`config.mk`:
```
export PLATFORM = sky130hd
export DESIGN_NAME = bit_op_unit
export DESIGN_NICKNAME = d
export VERILOG_FILES = /design/src/bit_modify.v /design/src/bit_op_unit.v
export VERILOG_INCLUDE_DIRS = /design/src /design/src/shared
export SDC_FILE = /design/constraint.sdc
export NUM_CORES = 1
export LEC_CHECK = 0
export BUFFER_PORTS_ARGS = -buffer_cell sky130_fd_sc_hd__buf_2
export CAP_MARGIN = 10
export CORE_MARGIN = 10
export CORE_UTILIZATION = 58
export CTS_BUF_LIST = sky130_fd_sc_hd__clkbuf_8
export DETAILED_ROUTE_END_ITERATION = 12
export MAX_ROUTING_LAYER = met4
export PLACE_DENSITY = 0.95
export SETUP_SLACK_MARGIN = 0.5
export SLEW_MARGIN = 15
export SYNTH_ARGS = -nofsm -noshare
export SYNTH_HDL_FRONTEND = slang
export SYNTH_SLANG_ARGS = --single-unit
```
`constraint.sdc`:
```
create_clock -name SYS_CLK_IN -period 2.32 [get_ports SYS_CLK_IN]
set_input_delay 0.464 -clock SYS_CLK_IN [delete_from_list [all_inputs] [get_ports SYS_CLK_IN]]
set_output_delay 0.464 -clock SYS_CLK_IN [all_outputs]
set_load 0.02 [all_outputs]
```
`src/shared/bit_ops_defs.vh`:
```
// Constants for the single-bit set and clear instruction unit.
// What this block does
// - Opcode 1000 1bbb ffff ffff writes 0 into bit b of register f and keeps the other bits.
// - Opcode 1000 0bbb ffff ffff writes 1 into bit b of register f and keeps the other bits.
// - The register address is the low 8 bits of the word, any value 0 to 255 in the bank.
// - A 3-bit index field picks bit 0 to 7 of the addressed register.
`ifndef BIT_OPS_DEFS_VH
`define BIT_OPS_DEFS_VH

// ----------------------------------------------------------------
// Instruction fields
// ----------------------------------------------------------------
`define OPC_HI      15
`define OPC_LO      12
`define OPC_BITOP   4'h8
`define SEL_POS     11
`define IDX_HI      10
`define IDX_LO      8
`define ADDR_HI     7
`define ADDR_LO     0

// ----------------------------------------------------------------
// Phase codes, one-hot
// ----------------------------------------------------------------
`define PH_DECODE   4'h1
`define PH_READ     4'h2
`define PH_MODIFY   4'h4
`define PH_WRITE    4'h8

`endif

```
`src/bit_modify.v`:
```
// Combinational single-bit modify of one data byte.
`timescale 1ns/1ps
module bit_modify #(
  parameter W  = 8,
  parameter IW = 3
) (
  input  wire [W-1:0]  data_in,
  input  wire [IW-1:0] idx_in,
  input  wire          set_in,
  output reg  [W-1:0]  data_out
);
  integer i;
  always @* begin
    data_out = data_in;
    for (i = 0; i < W; i = i + 1) begin
      if (idx_in == i[IW-1:0]) begin
        data_out[i] = set_in;
      end
    end
  end
endmodule // bit_modify

```
`src/bit_op_unit.v`:
```
// Decode and execute unit for the bit set and bit clear instructions.
`timescale 1ns/1ps
`include "bit_ops_defs.vh"
module bit_op_unit #(
  parameter AW = 8,
  parameter DW = 8
) (
  // Clock and reset
  input  wire          SYS_CLK_IN,
  input  wire          RSTN_IN,
  // Instruction issue
  input  wire          INSTR_VALID_IN,
  input  wire [15:0]   INSTR_IN,
  output wire          INSTR_READY_OUT,
  // Register file read
  output reg  [AW-1:0] RD_ADDR_OUT,
  output reg           RD_EN_OUT,
  input  wire [DW-1:0] RD_DATA_IN,
  // Register file write
  output reg  [AW-1:0] WR_ADDR_OUT,
  output reg  [DW-1:0] WR_DATA_OUT,
  output reg           WR_EN_OUT,
  // Status
  output wire          BUSY_OUT,
  output reg           DONE_OUT
);

  // ----------------------------------------------------------------
  // Phase sequencer
  // ----------------------------------------------------------------
  // The sequencer free-runs: an instruction cycle is always four phases, so the
  // issuing side can count on a fixed slot even when a word is not acted on.
  localparam [3:0] ST_DECODE = `PH_DECODE;
  localparam [3:0] ST_READ   = `PH_READ;
  localparam [3:0] ST_MODIFY = `PH_MODIFY;
  localparam [3:0] ST_WRITE  = `PH_WRITE;
  localparam       IW        = `IDX_HI - `IDX_LO + 1;

  reg  [3:0]    phase_q;
  reg  [3:0]    phase_d;
  wire          in_decode;
  wire          in_read;
  wire          in_modify;
  wire          in_write;

  assign in_decode = (phase_q == ST_DECODE);
  assign in_read   = (phase_q == ST_READ);
  assign in_modify = (phase_q == ST_MODIFY);
  assign in_write  = (phase_q == ST_WRITE);

  always @* begin
    case (phase_q)
      ST_DECODE: begin
        phase_d = ST_READ;
      end
      ST_READ: begin
        phase_d = ST_MODIFY;
      end
      ST_MODIFY: begin
        phase_d = ST_WRITE;
      end
      ST_WRITE: begin
        phase_d = ST_DECODE;
      end
      default: begin
        // An illegal code, which only an upset can cause, restarts at decode.
        phase_d = ST_DECODE;
      end
    endcase
  end

  always @(posedge SYS_CLK_IN) begin
    if (!RSTN_IN) begin
      phase_q <= ST_DECODE;
    end else begin
      phase_q <= phase_d;
    end
  end

  // ----------------------------------------------------------------
  // Instruction fields
  // ----------------------------------------------------------------
  wire          is_bit_op;
  wire          take;
  wire [AW-1:0] field_addr;
  wire [IW-1:0] field_idx;
  wire          field_clear;

  assign is_bit_op       = (INSTR_IN[`OPC_HI:`OPC_LO] == `OPC_BITOP);
  assign field_addr      = INSTR_IN[`ADDR_HI:`ADDR_LO];
  assign field_idx       = INSTR_IN[`IDX_HI:`IDX_LO];
  assign field_clear     = INSTR_IN[`SEL_POS];
  // Only one instruction is held at a time; a new one is taken in the decode phase.
  assign INSTR_READY_OUT = in_decode;
  // Words outside the bit group still use up their slot; they are simply not acted on.
  assign take            = in_decode && INSTR_VALID_IN && is_bit_op;

  // ----------------------------------------------------------------
  // Operand capture
  // ----------------------------------------------------------------
  reg           active_q;
  reg  [AW-1:0] addr_q;
  reg  [IW-1:0] idx_q;
  reg           set_q;

  assign BUSY_OUT = active_q;

  always @(posedge SYS_CLK_IN) begin
    if (!RSTN_IN) begin
      active_q <= 1'b0;
      addr_q   <= {AW{1'b0}};
      idx_q    <= {IW{1'b0}};
      set_q    <= 1'b0;
    end else begin
      case (phase_q)
        ST_DECODE: begin
          active_q <= take;
          addr_q   <= field_addr;
          idx_q    <= field_idx;
          // Select bit 1 means clear, 0 means set.
          set_q    <= ~field_clear;
        end
        ST_READ: begin
          active_q <= active_q;
        end
        ST_MODIFY: begin
          active_q <= active_q;
        end
        ST_WRITE: begin
          // Cleared here so that an ignored word in the next slot leaves no trace.
          active_q <= 1'b0;
        end
        default: begin
          active_q <= 1'b0;
        end
      endcase
    end
  end

  // ----------------------------------------------------------------
  // Register read port
  // ----------------------------------------------------------------
  // An ignored or foreign word never strobes the read port, so no stray access occurs.
  always @(posedge SYS_CLK_IN) begin
    if (!RSTN_IN) begin
      RD_ADDR_OUT <= {AW{1'b0}};
      RD_EN_OUT   <= 1'b0;
    end else begin
      RD_EN_OUT <= take;
      if (take) begin
        RD_ADDR_OUT <= field_addr;
      end
    end
  end

  // ----------------------------------------------------------------
  // Read data capture
  // ----------------------------------------------------------------
  // The register file must answer within the cycle that carries the read strobe; the
  // byte is taken at the close of the read phase and held through modify.
  reg  [DW-1:0] data_q;

  always @(posedge SYS_CLK_IN) begin
    if (!RSTN_IN) begin
      data_q <= {DW{1'b0}};
    end else if (in_read && active_q) begin
      data_q <= RD_DATA_IN;
    end
  end

  // ----------------------------------------------------------------
  // Bit modify
  // ----------------------------------------------------------------
  wire [DW-1:0] mod_data;

  bit_modify #(
    .W  (DW),
    .IW (IW)
  ) u_mod (
    .data_in  (data_q),
    .idx_in   (idx_q),
    .set_in   (set_q),
    .data_out (mod_data)
  );

  // ----------------------------------------------------------------
  // Register write port
  // ----------------------------------------------------------------
  wire          wr_fire;

  assign wr_fire = in_modify && active_q;

  always @(posedge SYS_CLK_IN) begin
    if (!RSTN_IN) begin
      WR_ADDR_OUT <= {AW{1'b0}};
      WR_DATA_OUT <= {DW{1'b0}};
      WR_EN_OUT   <= 1'b0;
    end else begin
      // The strobe stands during the write phase only; address and data hold after it.
      WR_EN_OUT <= wr_fire;
      if (wr_fire) begin
        WR_ADDR_OUT <= addr_q;
        WR_DATA_OUT <= mod_data;
      end
    end
  end

  // ----------------------------------------------------------------
  // Completion
  // ----------------------------------------------------------------
  // No status flag is touched here; completion is only reported as a one-cycle pulse.
  wire          done_d;

  assign done_d = in_write && active_q;

  always @(posedge SYS_CLK_IN) begin
    if (!RSTN_IN) begin
      DONE_OUT <= 1'b0;
    end else begin
      DONE_OUT <= done_d;
    end
  end

endmodule // bit_op_unit

```
## Word level (Yosys, flattened, before mapping)

Cells that the tools add are included.

| storage, ports and cells | value |
|---|---|
| bits in registers | 52 |
| word-level logic and storage cells | 42 |
| input port bits | 27 |

| operators by class | value |
|---|---|
| reduce and logical (&&, ||, !) cells | 7 |
| bitwise gates (word level) | 1 |
| eq/ne operators | 12 |
| multiplexer cells | 10 |

Operators with widths:

| cell | count |
|---|---|
| $eq 3x3->1 const B | 4 |
| $pmux 4 s3 | 1 |
| $eq 4x4->1 const B | 2 |
| $mux 1 | 8 |
| $eq 3x2->1 const B | 2 |
| $logic_and 1x1->1 | 5 |
| $eq 4x1->1 const B | 1 |
| $eq 4x2->1 const B | 1 |
| $eq 4x3->1 const B | 1 |
| $eq 3x1->1 const B | 1 |
| $logic_not 3->1 | 1 |
| $pmux 1 s2 | 1 |
| $reduce_or 2->1 | 1 |
| $not 1->1 | 1 |

## Depth between registers and ports, before layout

| depth | value |
|---|---|
| depth after elaboration | 4 |
| gate-level depth with buffers | 6 |
| mapped depth without buffers | 4 |

## Modules after synthesis

Synthesis repeated with hierarchy kept, for this count alone.

| second synthesis, totals | value |
|---|---|
| cells, all modules | 227 |
| area, all modules | 2060.7 um^2 |

By module, submodules not included:

| module | instances | area each (um^2) | seq. area each (um^2) | cells each |
|---|---|---|---|---|
| bit_op_unit | 1 | 1915.6 | 1041.0 | 211 |
| bit_modify | 1 | 145.1 | 0.0 | 16 |

## Worst setup path before layout

Ideal clock, no wire load.

| timing path | value |
|---|---|
| path kind | register -> output |
| start point | reg phase_q[0] |
| end point | out INSTR_READY_OUT |
| cell stages (with the launch flop) | 4 |
| data required time | 1856 ps |
| setup slack | 643 ps |
| data arrival time | 1213 ps |
| cell sequence | dfxtp_1 or4b_4 clkinv_2 buf_2 |

| between the ends | value |
|---|---|
| longest elaborated chain between the ends | 1 |

RTL lines:

| item | RTL line | source |
|---|---|---|
| start: declaration | bit_op_unit.v:39 | `reg [3:0] phase_q;` |
| start signal: assignment | bit_op_unit.v:76 | `phase_q <= phase_d;` |
| $eq 4x1->1 | bit_op_unit.v:46 | `assign in_decode = (phase_q == ST_DECODE);` |
| end: declaration | bit_op_unit.v:14 | `output wire INSTR_READY_OUT,` |

Every way passes these cells.

## Final worst setup path

| timing path | value |
|---|---|
| start point | reg phase_q[2] |
| end point | out INSTR_READY_OUT |

The elaborated chain is that of the path after synthesis.

==> flow_summary_export.csv <==
group,metric,value,unit
setup_path,arrival,1.41,ns
setup_path,r2r-start,"phase_q[2]$_SDFF_PN0_",
setup_path,required,1.86,ns
power,p_seq_frac,0.526,
synthesis,synth_cells,236,
setup_path,r2r_end,"RD_ADDR_OUT[0]$_SDFFE_PN0P_",
clock_tree,cts_tree,"done",
power,intPower,1.38,mW
final_layout,post-route-util,0.744,
power,clkPwrFrac,0.321,
sta,tns,0,ns
setup_path,critPathMaxFanout,2,
power,p_sw,0.487,mW
final_layout,final_layout_size_suffix_gt1_frac,0.270,
synthesis,avgSynthCellArea,8.73,sq um
clock_tree,clk_latency,0.30,ns
die,die_w,79.6,um
sta,hold_violations,0,
synthesis,syn_area,0.00206,sq mm
final_layout,antennaDiodeCount,0,
place,io_buffers,55,
clock_tree,clk_pin_slew,0.09,ns
synthesis,yosysSeqAreaShare,0.505,
global_routing,gr-usage-all-layers,0.176,
synthesis,synth_seq_cells,52,
global_routing,globalRouteOverflowTotal,0,
setup_path,slowest_stage,"or4b_4",
sta,maxSlewViolCount,0,
clock_tree,numCtsBuffers,5,
global_routing,grt_pass1_vias,1863,
die,placementRows,21,
power,ir_drop,0.000486,V
setup_path,worstRegToRegCells,6,
final_layout,final_cell_mix,"buf_2 (54), nand2_1 (52), dfxtp_1 (48)",
sta,tightest_slew,0.538,ns
setup_path,setup.worst_path.class,"flop to primary output",
detailed_routing,routedWlPerCell,15.7,um
power,p_leak,1.19,nW
setup_path,crit_buf_inv,2,
final_layout,fin_nets,315,
detailed_routing,wl,5250,um
setup_path,path_depth,3,
global_routing,grt_max_degree,28,
synthesis,synthDistinctLibCells,30,
sta,min_period,1.88,ns
detailed_routing,first_pass_iters,4,
die,ioPinCount,56,
sta,setup_violations,0,
setup_path,critPathMaxStageDelay,0.59,ns
detailed_routing,vias_per_cell,5.57,
die,die_area,0.00633,sq mm
synthesis,synthArstFlopShare,0,
synthesis,syn_nets,263,
synthesis,synth_edf_count,0,
sta,fmax,533,MHz
run,cap_viol_max_count,0,
place,hpwlAfterDp,3750,um
power,p_comb_frac,0.153,
detailed_routing,drtIter0Drc,82,
min_path,holdPathEnd,"set_q$_SDFFE_PN0N_",
sta,slew_headroom,0.640,
setup_path,rrSetupSlack,0.58,ns
status,status,"completed",
setup_path,start_kind,"flop",
min_path,min_from,"INSTR_IN[11]",
detailed_routing,ant_nets,0,
clock_tree,root_buffer,"clkbuf_8",
setup_path,critPathTopFamily,"simple AND/OR/NAND/NOR gates",
die,core_area,0.00339,sq mm
power,swShare,0.261,
place,place_congestion,0.840,
final_layout,fillCellCount,240,
synthesis,yosysWarnings,0,
min_path,holdPathStages,2,
detailed_routing,drc,0,
clock_tree,clockBufferDepth,2,
sta,clock_skew,0.00602,ns
setup_path,cp_cell_sequence,"or4b_4 > clkinv_8 > buf_8",
synthesis,synth_ff_type,"dfxtp_1",
global_routing,antenna_found_initial,0,
final_layout,final_common_cell,"buf_2",
clock_tree,cts_num_sinks,52,
power,power.density,738,mW/mm^2
min_path,worstHoldPathType,"input port to flop",
final_layout,area_delta_synth_final,22.5,%
detailed_routing,num_vias,1867,
sta,min_period_over_period,0.809,
sta,rsz0062_at_grt,"yes",
clock_tree,htree_num_levels,2,
die,die_h,79.6,um
setup_path,critPathCaptureType,"primary output",
die,initial_core_util,0.608,
global_routing,grt_pass1_wl,8870,um
## final cells by class
class	count	area [sq um]	share of cell area
Timing Repair Buffer	64	353	0.140
Inverter	4	27.5	0.0109
Clock buffer	5	68.8	0.0273
Multi-Input combinational cell	161	921	0.365
Tap cell	46	57.6	0.0228
Clock inverter	3	38.8	0.0154
Sequential cell	52	1060	0.419
## through the flow
| step | instance area [sq um] | setup WS, ns | power, mW | hold WS (ns) | std cells |
|---|---|---|---|---|---|
| 2_1_floorplan | 2060 | 0.643 | 1.16 | 0.437 | 236 |
| 3_3_place_gp | 2350 | 0.440 | 1.22 | 0.439 | 323 |
| 3_5_place_dp | 2350 | 0.408 | 1.23 | 0.442 | 323 |
| 4_1_cts | 2520 | 0.443 | 1.86 | 0.371 | 335 |
| 5_1_grt | 2520 | 0.396 | 1.95 | 0.379 | 335 |
| 6_report | 2520 | 0.442 | 1.86 | 0.369 | 335 |
## worst register-to-register path: cells and delay by family (launching register included)
family        cells  cell delay [ns]
buf+inv           3             0.45
simple gates      2             0.71
flops             1             0.35
mux               1             0.13
## cell families after synthesis
group / after synthesis / synth area share
AO/OA/AOI/OAI: 51 / 0.144
XOR/XNOR: 2 / 0.00851
buffers and inverters: 23 / 0.0474
flip-flops: 52 / 0.505
multiplexers: 16 / 0.0778
AND/OR/NAND/NOR: 92 / 0.217
## timing repair
action	4_1_cts	5_1_grt
pin swaps	1	0
setup endpoints to repair	4	3
hold buffers	0	0
setup buffers	4	0
gates resized for setup	11	2
cloned	0	0
## sequential cells by signal (all words and copies together) (netlist names), 3 cells and up
| register | count |
|---|---|
| WR_ADDR_OUT | 8 |
| RD_ADDR_OUT | 8 |
| idx_q | 3 |
| addr_q | 8 |
| data_q | 8 |
| WR_DATA_OUT | 8 |
| phase_q | 4 |
## layer usage
metal,global-route usage,share of wire
met1,0.202,0.43
met2,0.290,0.49
met3,0.0586,0.068
met4,0.0430,0.010
met5,-,0
## Yosys cell counts (4+ instances only)
master / count / area, sq um
nand3_1: 15 / 75.1
a21oi_1: 24 / 120
nand3b_1: 4 / 30.0
dfxtp_1: 52 / 1040
nor2_1: 5 / 18.8
a22oi_1: 8 / 60.1
clkbuf_1: 16 / 60.1
nor3b_1: 5 / 37.5
mux2i_1: 16 / 160
a2bb2oi_1: 4 / 35.0
nand2_1: 52 / 195
o21ai_0: 13 / 65.1
## worst max-delay path by stage
stage | start | slack, ns | end
3_5_place_dp | phase_q[1]$_SDFF_PN0_ | 0.41 | INSTR_READY_OUT
3_3_place_gp | phase_q[1]$_SDFF_PN0_ | 0.44 | INSTR_READY_OUT
6_report | phase_q[2]$_SDFF_PN0_ | 0.44 | INSTR_READY_OUT
5_1_grt | phase_q[2]$_SDFF_PN0_ | 0.40 | INSTR_READY_OUT
2_1_floorplan | phase_q[0]$_SDFF_PN1_ | 0.64 | INSTR_READY_OUT
4_1_cts | phase_q[2]$_SDFF_PN0_ | 0.44 | INSTR_READY_OUT
## power by group through the flow
stage | clock (mW) | combinational (mW) | sequential, mW
final | 0.598 | 0.285 | 0.980
after global routing | 0.649 | 0.315 | 0.987
after CTS | 0.600 | 0.281 | 0.977
after detailed placement | 0 | 0.228 | 1.00
after global placement | 0 | 0.218 | 0.998
after floorplan | 0 | 0.191 | 0.971
Power figures use the tool's default switching activity.
